### src/msr_consts.vh
// constants for the mute status network responder
// Overview of operation
// network side reads status only, never controls
// answer reads of class 100 instance 1
// attribute 1 operating mode codes 1 to 3
// attribute 2 machine state codes 1 to 7
// attributes 3,4 zone clear 1, interrupted 2
// attribute 5 relays de-energized 1, energized 2
// flags 6,7,43 enabled 1, disabled 2
// attribute 8 curtain count one or two
// attribute 9 sensor count code 1 to 3
// attribute 10 two minutes 1, unlimited 2
// attribute 11 fault 1, follow outputs 2
// sensor attributes 12-16,31-33 clear 1, blocked 2
// serial number is four bytes, moved attribute
// poll returns one byte status image
// status byte 0 bit layout fixed
// bit strobe returns eight bytes, byte 0 same
// strobe byte 1 holds mode and enable flags
// strobe bytes 4,5,6 diag, curtains, sensors
// change of byte 0 sends unsolicited message
// change message carries poll byte layout
// attribute 25 error code, zero means none
// attribute 34 firmware version byte
// run means both outputs on, stop both off
`ifndef MSR_CONSTS_VH
`define MSR_CONSTS_VH

`define MSR_KIND_EXPL 2'h0
`define MSR_KIND_POLL 2'h1
`define MSR_KIND_STRB 2'h2

`define MSR_CLS_STATUS 8'h64
`define MSR_CLS_ASM 8'h04
`define MSR_INST_ONE 8'h01
`define MSR_INST_TWO 8'h02
`define MSR_INST_THREE 8'h03
`define MSR_ASM_ATTR 8'h03

`define MSR_A_MODE 8'h01
`define MSR_A_STATE 8'h02
`define MSR_A_ZONE1 8'h03
`define MSR_A_ZONE2 8'h04
`define MSR_A_RELAY 8'h05
`define MSR_A_MONITOR 8'h06
`define MSR_A_BYPASS 8'h07
`define MSR_A_CURTAINS 8'h08
`define MSR_A_SENSORS 8'h09
`define MSR_A_TLIMIT 8'h0A
`define MSR_A_AUX 8'h0B
`define MSR_A_S1A 8'h0C
`define MSR_A_S1B 8'h0D
`define MSR_A_S1C 8'h0E
`define MSR_A_S1D 8'h0F
`define MSR_A_S2A 8'h10
`define MSR_A_ERROR 8'h19
`define MSR_A_S2B 8'h1F
`define MSR_A_S2C 8'h20
`define MSR_A_S2D 8'h21
`define MSR_A_FWVER 8'h22
`define MSR_A_MUTE 8'h2B
`define MSR_A_SERIAL 8'h64

`define MSR_CODE_NONE 8'h00
`define MSR_CODE_ONE 8'h01
`define MSR_CODE_TWO 8'h02
`define MSR_ST_INTERLOCK 3'h3
`define MSR_ST_MUTING 3'h6
`define MSR_ST_FAULT 3'h7
`define MSR_MODE_AUTO 2'h1
`define MSR_MODE_START 2'h2
`define MSR_MODE_RESTART 2'h3

`define MSR_B0_FAULT 7
`define MSR_B0_MUTING 5
`define MSR_B0_ZONE1 4
`define MSR_B0_ZONE2 3
`define MSR_B0_STOP 2
`define MSR_B0_RUN 1
`define MSR_B0_ILOCK 0
`define MSR_B1_TLIMIT 5
`define MSR_B1_MONITOR 4
`define MSR_B1_RESTART 3
`define MSR_B1_START 2
`define MSR_B1_AUTO 1

`define MSR_LEN_BYTE 4'h1
`define MSR_LEN_WORD 4'h4
`define MSR_LEN_IMAGE 4'h8
`define MSR_SENS_BASE 8'h02

`endif

### src/msr_status_responder.v
// read-only status responder for the muting controller network port
`timescale 1ns/1ns
`include "msr_consts.vh"

module msr_status_responder
(
    input wire sys_clk_i,
    input wire rst_i,
    // request side, one-cycle strobe
    input wire req_valid_i,
    input wire [1:0] req_kind_i,
    input wire req_write_i,
    input wire [7:0] req_class_i,
    input wire [7:0] req_inst_i,
    input wire [7:0] req_attr_i,
    // muting controller state, same clock
    input wire status_valid_i,
    input wire [1:0] op_mode_i,
    input wire [2:0] mach_state_i,
    input wire [3:0] zone_pair_i,
    input wire [1:0] safety_output_pair_i,
    input wire machine_control_element_check_i,
    input wire bypass_en_i,
    input wire mute_en_i,
    input wire two_curtains_i,
    input wire [1:0] sens_cnt_i,
    input wire time_unlimited_i,
    input wire aux_follow_i,
    input wire [7:0] sensor_blocked_i,
    input wire [7:0] err_code_i,
    input wire [7:0] fw_version_i,
    input wire [31:0] serial_i,
    // answer side
    output reg rsp_valid_o,
    output reg rsp_err_o,
    output reg [3:0] rsp_len_o,
    output reg [63:0] rsp_data_o,
    // unsolicited change message
    output reg cos_valid_o,
    output reg [7:0] cos_data_o
);

////////////////////////////////////////////////////////////////////////////////
// encoding helpers

function [7:0] msr_pick;
    input second;
    begin
        msr_pick = second ? `MSR_CODE_TWO : `MSR_CODE_ONE;
    end
endfunction

////////////////////////////////////////////////////////////////////////////////
// status images

wire zone1_clear;
wire zone2_clear;
wire outs_on;
wire outs_off;
reg [7:0] byte0;
reg [7:0] byte1;
wire [63:0] strobe_img;
wire [7:0] curtain_code;
wire [7:0] sens_code;
wire [7:0] sens_per_chan;

// a zone is clear only while both of its zone-pair inputs are on
assign zone1_clear = &zone_pair_i[1:0];
assign zone2_clear = &zone_pair_i[3:2];
assign outs_on = &safety_output_pair_i;
assign outs_off = ~|safety_output_pair_i;

assign curtain_code = msr_pick(two_curtains_i);
assign sens_code = {6'h00, sens_cnt_i} + `MSR_CODE_ONE;
assign sens_per_chan = {6'h00, sens_cnt_i} + `MSR_SENS_BASE;

always @*
begin
    byte0 = 8'h00;
    byte0[`MSR_B0_FAULT] = (mach_state_i == `MSR_ST_FAULT);
    byte0[`MSR_B0_MUTING] = (mach_state_i == `MSR_ST_MUTING);
    byte0[`MSR_B0_ZONE1] = zone1_clear;
    byte0[`MSR_B0_ZONE2] = zone2_clear;
    byte0[`MSR_B0_STOP] = outs_off;
    byte0[`MSR_B0_RUN] = outs_on;
    byte0[`MSR_B0_ILOCK] = (mach_state_i == `MSR_ST_INTERLOCK);
end

always @*
begin
    byte1 = 8'h00;
    byte1[`MSR_B1_TLIMIT] = ~time_unlimited_i;
    byte1[`MSR_B1_MONITOR] = machine_control_element_check_i;
    byte1[`MSR_B1_RESTART] = (op_mode_i == `MSR_MODE_RESTART);
    byte1[`MSR_B1_START] = (op_mode_i == `MSR_MODE_START);
    byte1[`MSR_B1_AUTO] = (op_mode_i == `MSR_MODE_AUTO);
end

// byte 0 sits in the low lane; bytes 2, 3 and 7 read as zero
assign strobe_img = {8'h00, sens_per_chan, curtain_code, err_code_i,
                     16'h0000, byte1, byte0};

////////////////////////////////////////////////////////////////////////////////
// attribute decode for explicit reads

reg [7:0] attr_val;
reg attr_hit;
reg attr_coded;

always @*
begin
    attr_val = `MSR_CODE_NONE;
    attr_hit = 1'b1;
    attr_coded = 1'b1;
    case (req_attr_i)
        `MSR_A_MODE:
            attr_val = {6'h00, op_mode_i};
        `MSR_A_STATE:
            attr_val = {5'h00, mach_state_i};
        `MSR_A_ZONE1:
            attr_val = msr_pick(~zone1_clear);
        `MSR_A_ZONE2:
            attr_val = msr_pick(~zone2_clear);
        `MSR_A_RELAY:
            attr_val = msr_pick(outs_on);
        `MSR_A_MONITOR:
            attr_val = msr_pick(~machine_control_element_check_i);
        `MSR_A_BYPASS:
            attr_val = msr_pick(~bypass_en_i);
        `MSR_A_MUTE:
            attr_val = msr_pick(~mute_en_i);
        `MSR_A_CURTAINS:
            attr_val = curtain_code;
        `MSR_A_SENSORS:
            attr_val = sens_code;
        `MSR_A_TLIMIT:
            attr_val = msr_pick(time_unlimited_i);
        `MSR_A_AUX:
            attr_val = msr_pick(aux_follow_i);
        `MSR_A_S1A:
            attr_val = msr_pick(sensor_blocked_i[0]);
        `MSR_A_S1B:
            attr_val = msr_pick(sensor_blocked_i[1]);
        `MSR_A_S1C:
            attr_val = msr_pick(sensor_blocked_i[2]);
        `MSR_A_S1D:
            attr_val = msr_pick(sensor_blocked_i[3]);
        `MSR_A_S2A:
            attr_val = msr_pick(sensor_blocked_i[4]);
        `MSR_A_S2B:
            attr_val = msr_pick(sensor_blocked_i[5]);
        `MSR_A_S2C:
            attr_val = msr_pick(sensor_blocked_i[6]);
        `MSR_A_S2D:
            attr_val = msr_pick(sensor_blocked_i[7]);
        `MSR_A_ERROR:
        begin
            attr_val = err_code_i;
            attr_coded = 1'b0;
        end
        `MSR_A_FWVER:
        begin
            attr_val = fw_version_i;
            attr_coded = 1'b0;
        end
        default:
        begin
            attr_hit = 1'b0;
            attr_coded = 1'b0;
        end
    endcase
end

////////////////////////////////////////////////////////////////////////////////
// answer selection

reg [63:0] rsp_data_next;
reg [3:0] rsp_len_next;
reg rsp_err_next;
wire is_status;
wire is_asm;

assign is_status = (req_class_i == `MSR_CLS_STATUS) &&
                   (req_inst_i == `MSR_INST_ONE);
assign is_asm = (req_class_i == `MSR_CLS_ASM) &&
                (req_attr_i == `MSR_ASM_ATTR);

always @*
begin
    rsp_data_next = 64'h0000000000000000;
    rsp_len_next = `MSR_LEN_BYTE;
    rsp_err_next = 1'b0;
    case (req_kind_i)
        `MSR_KIND_POLL:
            rsp_data_next = {56'h0, byte0};
        `MSR_KIND_STRB:
        begin
            rsp_data_next = strobe_img;
            rsp_len_next = `MSR_LEN_IMAGE;
        end
        `MSR_KIND_EXPL:
        begin
            // nothing on the network may change controller state
            if (req_write_i)
            begin
                rsp_err_next = 1'b1;
                rsp_len_next = 4'h0;
            end
            else if (is_status && req_attr_i == `MSR_A_SERIAL)
            begin
                rsp_data_next = {32'h0, serial_i};
                rsp_len_next = `MSR_LEN_WORD;
            end
            else if (is_status && attr_hit)
            begin
                // zero means no data while the controller has none to give
                if (attr_coded && !status_valid_i)
                    rsp_data_next = {56'h0, `MSR_CODE_NONE};
                else
                    rsp_data_next = {56'h0, attr_val};
            end
            else if (is_asm && (req_inst_i == `MSR_INST_ONE ||
                                req_inst_i == `MSR_INST_THREE))
                rsp_data_next = {56'h0, byte0};
            else if (is_asm && req_inst_i == `MSR_INST_TWO)
            begin
                rsp_data_next = strobe_img;
                rsp_len_next = `MSR_LEN_IMAGE;
            end
            else
            begin
                rsp_err_next = 1'b1;
                rsp_len_next = 4'h0;
            end
        end
        default:
        begin
            rsp_err_next = 1'b1;
            rsp_len_next = 4'h0;
        end
    endcase
    // a write is never honoured, whatever kind of request carries it
    if (req_write_i)
    begin
        rsp_err_next = 1'b1;
        rsp_len_next = 4'h0;
        rsp_data_next = 64'h0000000000000000;
    end
end

always @(posedge sys_clk_i)
begin
    if (rst_i)
    begin
        rsp_valid_o <= 1'b0;
        rsp_err_o <= 1'b0;
        rsp_len_o <= 4'h0;
        rsp_data_o <= 64'h0000000000000000;
    end
    else
    begin
        rsp_valid_o <= req_valid_i;
        if (req_valid_i)
        begin
            rsp_err_o <= rsp_err_next;
            rsp_len_o <= rsp_len_next;
            rsp_data_o <= rsp_data_next;
        end
    end
end

////////////////////////////////////////////////////////////////////////////////
// change_status_image on byte 0

reg [7:0] last_byte0_reg;
reg primed_reg;

// the first cycle after reset only takes a reference, so reset itself
// never produces a spurious change message
always @(posedge sys_clk_i)
begin
    if (rst_i)
    begin
        last_byte0_reg <= 8'h00;
        primed_reg <= 1'b0;
        cos_valid_o <= 1'b0;
        cos_data_o <= 8'h00;
    end
    else
    begin
        last_byte0_reg <= byte0;
        primed_reg <= 1'b1;
        cos_valid_o <= primed_reg && (byte0 != last_byte0_reg);
        if (primed_reg && (byte0 != last_byte0_reg))
            cos_data_o <= byte0;
    end
end

endmodule // msr_status_responder

### config.mk
export PLATFORM = sky130hd
export DESIGN_NAME = msr_status_responder
export DESIGN_NICKNAME = d
export VERILOG_FILES = /design/src/msr_status_responder.v
export VERILOG_INCLUDE_DIRS = /design/src
export SDC_FILE = /design/constraint.sdc
export NUM_CORES = 1
export LEC_CHECK = 0
export BUFFER_PORTS_ARGS = -buffer_cell sky130_fd_sc_hd__buf_2
export CORE_MARGIN = 2
export CORE_UTILIZATION = 45
export DETAILED_ROUTE_END_ITERATION = 10
export GPL_TIMING_DRIVEN = 0
export PLACE_DENSITY = 0.85
export SYNTH_ARGS = -nofsm -noshare
export SYNTH_HDL_FRONTEND = slang
export SYNTH_SLANG_ARGS = --single-unit
### constraint.sdc
create_clock -name sys_clk_i -period 2.3 [get_ports sys_clk_i]
set_input_delay 0 -clock sys_clk_i [delete_from_list [all_inputs] [get_ports sys_clk_i]]
set_output_delay 0 -clock sys_clk_i [all_outputs]
set_load 0.05 [all_outputs]
* Yosys cells after proc, flatten, opt, wreduce, memory -nomap -nowiden *
Index checks and enable logic that the tools add are counted.

storage, ports and cells
  register bits after elaboration = 87
  bits of input ports = 106
  output and inout port bits = 79
  word-level logic and storage cells = 108

cells by class
  add/subtract/negate cells = 2
  eq/ne operators = 37
  muxes and demuxes = 40
  bitwise operators = 1
  reductions and logical operators = 19

operator list
  cell                                                                   count
  64-bit 2-to-1 mux                                                      3
  64-bit case mux with 3 select lines                                    1
  8-bit case mux with 22 select lines                                    1
  51-bit 2-to-1 mux                                                      2
  8-bit by 4-bit equality test with 1-bit output, second input constant  8
  8-bit by 3-bit equality test with 1-bit output, second input constant  5
  2-bit 2-to-1 mux                                                       17
  8-bit by 2-bit equality test with 1-bit output, second input constant  4
  8-bit by 6-bit equality test with 1-bit output, second input constant  4
  8-bit by 5-bit equality test with 1-bit output, second input constant  3
  22-bit OR reduction                                                    1
  4-bit 2-to-1 mux                                                       5
  20-bit OR reduction                                                    1
  8-bit by 1-bit equality test with 1-bit output, second input constant  2
  8-bit by 7-bit equality test with 1-bit output, second input constant  2
  4-bit case mux with 3 select lines                                     1
  1-bit logical AND                                                      8
  1-bit 2-to-1 mux                                                       8
  8-bit 2-to-1 mux                                                       1
  8-bit != test                                                          1
  2-bit equality test, second input constant                             3
  3-bit equality test, second input constant                             2
  2-bit AND reduction                                                    3
  2-bit by 1-bit equality test with 1-bit output, second input constant  2
  other kinds (9)                                                        11

* Depth between registers and ports, before layout *
  depth in word-level cells = 9
  depth in mapped cells = 9
  mapped depth without buffers = 7

* Worst setup path after synthesis *
Ideal clock, no wire load.

  path kind = input-to-reg
  from = input req_attr_i[0]
  to = register rsp_data_o[10]
  library setup time = 0.075 ns
  arrival time = 1.734 ns
  data required time = 2.225 ns
  path slack = 0.491 ns
  stages = 7
  path buffers = 2
  cells stage by stage = buf_2 or3_1 or4_1 nor4_4 buf_4 a22oi_1 o22ai_1

on the way
  cells in the longest elaborated chain, start to end = 9
  elaborated cells on any way between the ends = 36
  classes of those cells = eq/ne: 23; mux: 7; reduce/logical: 6

ends and longest elaborated chain
  item                                                                       line                        source
  start, declared                                                            msr_status_responder.v:15   input wire [7:0] req_attr_i,
  parallel branches: the longest is 6 deep, another holds 64-bit 2-to-1 mux  -
  64-bit 2-to-1 mux *                                                        msr_status_responder.v:209  else if (is_status && req_attr_i == `MSR_A_SERIAL)
  64-bit case mux with 3 select lines *                                      msr_status_responder.v:193  case (req_kind_i)
  64-bit 2-to-1 mux *                                                        msr_status_responder.v:243  if (req_write_i)
  end signal, assigned                                                       msr_status_responder.v:267  rsp_data_o <= rsp_data_next;
  end, declared                                                              msr_status_responder.v:37   output reg [63:0] rsp_data_o,

Mark *: on every way between the ends.
A chain may end at the register's enable or synchronous reset.

* Final worst setup path *
  from = input zone_pair_i[3]
  to = register cos_data_o[4]

on the way
  cells in the longest elaborated chain, start to end = 3

ends and longest elaborated chain
  item                  line                        source
  start, declared       msr_status_responder.v:20   input wire [3:0] zone_pair_i,
  2-bit AND reduction   msr_status_responder.v:69   assign zone2_clear = &zone_pair_i[3:2];
  8-bit != test         msr_status_responder.v:294  if (primed_reg && (byte0 != last_byte0_reg))
  1-bit logical AND     msr_status_responder.v:294
  end signal, assigned  msr_status_responder.v:295  cos_data_o <= byte0;
  end, declared         msr_status_responder.v:40   output reg [7:0] cos_data_o

Every way passes these cells.

==> metrics.md <==
| Metric | Value |
|---|---|
| Total power | `2.881 mW` |
| Max-slew violation count | `0` |
| H-tree levels | `3` |
| Worst-path clk slew | `0.08 ns` |
| Crit-path cells | `dlygate4sd3_1, buf_2, and2_1, xnor2_1, o2111ai_1, o31ai_1, clkbuf_1, mux2i_1, nor2_1` |
| Startpoint Class | `primary input` |
| Residual DRC | `0` |
| CP max-delay cell | `dlygate4sd3_1` |
| Cell accounting for the most synthesized area | `dfxtp_1` |
| Worst setup path class | `in -> reg` |
| Setup tns final | `0 ns` |
| Routed via count divided by cell count | `5.818` |
| Hold Violations, Final | `0` |
| #FFs+latches synth | `66` |
| WL final | `roughly 14 mm` |
| HPWL after detailed placement | `9.910 mm` |
| Status | `finished clean` |
| Critical path depth | `9` |
| Layout cell share with drive strength beyond 1 | `0.3237` |
| Commonest non-fill, non-tap cell in the layout | `buf_2` |
| Clock sinks | `66` |
| Clock skew | `0.01063 ns` |
| Rows | `33` |
| Setup-failing EPs final | `0` |
| # IOs | `185` |
| CP bufs+invs | `3` |
| Final min period | `~2.1 ns` |
| Critical path's top delay family | `buffers and inverters` |
| Critical path origin | `zone_pair_i[3]` |
| Clock Latency Late Sink | `0.35 ns` |
| P_leak | `approximately 2.4 nW` |
| Via count | `4637` |
| CTS Buf Count | `9` |
| Initial antenna violation count | `0` |
| Die X-Extent | `~95 µm` |
| Synthesized instance count | `450` |
| CTS tree | `yes` |
| Area Growth Syn to Fin | `45.80%` |
| Core area | `0.008093 mm²` |
| Ys flop type | `dfxtp_1` |
| GPL Wtd Cong | `roughly 0.97` |
| Final cycle utilization of the critical path | `0.9160` |
| Maximum VDD drop | `0.4163 mV` |
| Router iterations before antenna repair | `7` |
| Max reg flops | `45` |
| End of the worst register-to-register path | `cos_data_o[4]` |
| Relative slew slack | `0.5846` |
| Reg-to-reg setup timing slack | `around 0.3 ns` |
| Worst setup path end | `cos_data_o[4]` |
| Synth Area per Inst | `8.238 µm²` |
| Clock root buffer | `clkbuf_8` |
| Final #Nets | `798` |
| Seq. cell area | `0.001321 mm²` |
| Largest net degree at the start of global routing | `14` |
| Fill count | `about 670` |
| Count of different cell masters after synthesis | `67` |
| Data arrival, critical path | `roughly 2.3 ns` |
| Clock buffer depth | `2` |
| Register area share after synthesis | `0.3564` |
| Reg2Reg Depth | `6` |
| Area contributors post-synth | `dfxtp_1 36%, a22oi_1 8.1%, nor2_1 6.9%` |
| Vias in the first global route | `4409` |
| RSZ-0062 raised after global routing | `no` |
| Pwr Density | `532.9 mW/mm²` |
| Yosys top cell area share | `0.3564` |
| Die span in y | `94.77 µm` |
| Highest-count cells in the layout ignoring fill and taps | `165 x buf_2, 68 x nor2_1, 66 x dfxtp_1` |
| Total gr overflow | `0` |
| Async SR Flop Fraction | `0` |
| Max FO, Critical Path | `10` |
| Initial Util | `0.4581` |
| DR WL/cell | `about 18 µm` |
| Diode count | `0` |
| Max Fclk | `474.6 MHz` |
| Slowest stage delay, CP | `0.54 ns` |
| YS warnings | `0` |
| Worst-Margin Slew | `0.6231 ns` |
| # port buffers | `160` |
| Area of the multi-input gates | `0.002153 mm²` |
| Worst Setup End Kind | `flop` |
| Die area | `0.008980 mm²` |
| Final ANT Viol Nets | `0` |
| RR Startpoint | `last_byte0_reg[4]` |
| Req. time, crit path | `about 2.5 ns` |
| Worst Hold Class | `in -> reg` |
| Synthesized cell area | `0.003707 mm²` |
| EDFF count, synth | `0` |
| GRT Total Usage | `0.3113` |
| Max-cap violations | `0` |
| DR iter-0 viols | `452` |
| First-pass GRT wire length | `21.68 mm` |
==> timing repair <==
item / in CTS / in global routing
hold endpoints to repair: 43 / 0
hold buffers: 46 / 0
buffers inserted: 0 / 0
endpoints found under the setup margin: 0 / 10
gates resized for setup: 0 / 1
==> final cells by class <==
class | count | share of cell area
Timing Repair Buffer | 206 | 0.2333
Sequential cell | 66 | 0.2444
Inverter | 13 | 0.009028
Tap cell | 105 | 0.02431
Clock buffer | 9 | 0.02292
Multi-Input combinational cell | 344 | 0.3984
Clock inverter | 7 | 0.01852
Buffer | 47 | 0.04907
==> Yosys cell counts (3+ instances only) <==
cell type  instances
nor4_1             8
inv_1             11
nand3b_1           5
o21ai_0            9
o21ai_1            7
a21oi_1           19
dfxtp_1           66
nor3b_1            3
nand3_1            4
a22o_1             5
or3_1              4
nand2_1           28
buf_4             22
nor2_1            68
o21a_1             3
ha_1               5
nand4_1            6
buf_2              5
and3_1             5
a22oi_1           40
or4_1              5
clkbuf_1          17
nor3_1            14
nor2b_1            3
o31ai_1            4
buf_1              3
a2bb2oi_1          7
or2_2              6
mux2i_1            8
nand2b_1           6
==> per-stage QoR <==
stage | hold slack (ns) | instances | cell area [µm²] | setup slack [ns] | util
floorplan | 0.07931 | 470 | 3782 | 0.4911 | -
global placement | 0.2294 | 735 | 4715 | -0.05514 | 0.5826
detailed placement | 0.2408 | 735 | 4715 | -0.1370 | 0.5826
CTS | 0.002986 | 797 | 5399 | 0.2137 | 0.6671
global route | 0.02798 | 797 | 5405 | 0.0002922 | 0.6679
finish | 0.02028 | 797 | 5405 | 0.1932 | 0.6679
==> logic make-up after synthesis <==
| family | share of synthesized area |
|---|---|
| flip-flops | 0.3564 |
| XOR/XNOR | 0.009452 |
| adder cells (fa/ha/maj) | 0.01687 |
| other | 0.001012 |
| buffers and inverters | 0.08471 |
| AND/OR/NAND/NOR | 0.2636 |
| multiplexers | 0.03679 |
| AO/OA/AOI/OAI | 0.2312 |
==> layer usage <==
| layer | up-vias | part of all wire | GRT usage |
|---|---|---|---|
| li1 | 2090 | - | - |
| met1 | 2153 | 0.38 | 0.3708 |
| met2 | 338 | 0.49 | 0.5266 |
| met3 | 56 | 0.098 | 0.07103 |
| met4 | 0 | 0.039 | 0.1522 |
| met5 | - | 0 | 0 |
==> where the power goes <==
group / switching, mW / total (mW) / leakage [nW] / internal [mW]
Clock: 0.500 / 1.12 / 0.114 / 0.620
Combinational: 0.361 / 0.591 / 1.78 / 0.230
Sequential: 0.0101 / 1.17 / 0.535 / 1.16
Total: 0.871 / 2.88 / 2.43 / 2.01
==> worst register-to-register path, cell delays in order, from the launching register on <==
cell,delay [ns]
dfxtp_1,0.35
xor2_1,0.22
o2111ai_1,0.19
o31ai_1,0.30
clkbuf_1,0.49
mux2i_1,0.25
nor2_1,0.06
==> worst min-delay path by stage <==
stage	depth (start not counted)	slack (ns)	endpoint	startpoint
final	4	0.02	rsp_data_o[9]	serial_i[9]
after global routing	4	0.03	rsp_data_o[9]	serial_i[9]
after CTS	4	0.003	rsp_data_o[9]	serial_i[9]
after detailed placement	3	0.24	rsp_data_o[31]	serial_i[31]
after global placement	3	0.23	rsp_data_o[27]	serial_i[27]
after floorplan	1	0.08	last_byte0_reg[2]	safety_output_pair_i[1]
Note: power is estimated with default switching activity, not from simulation.
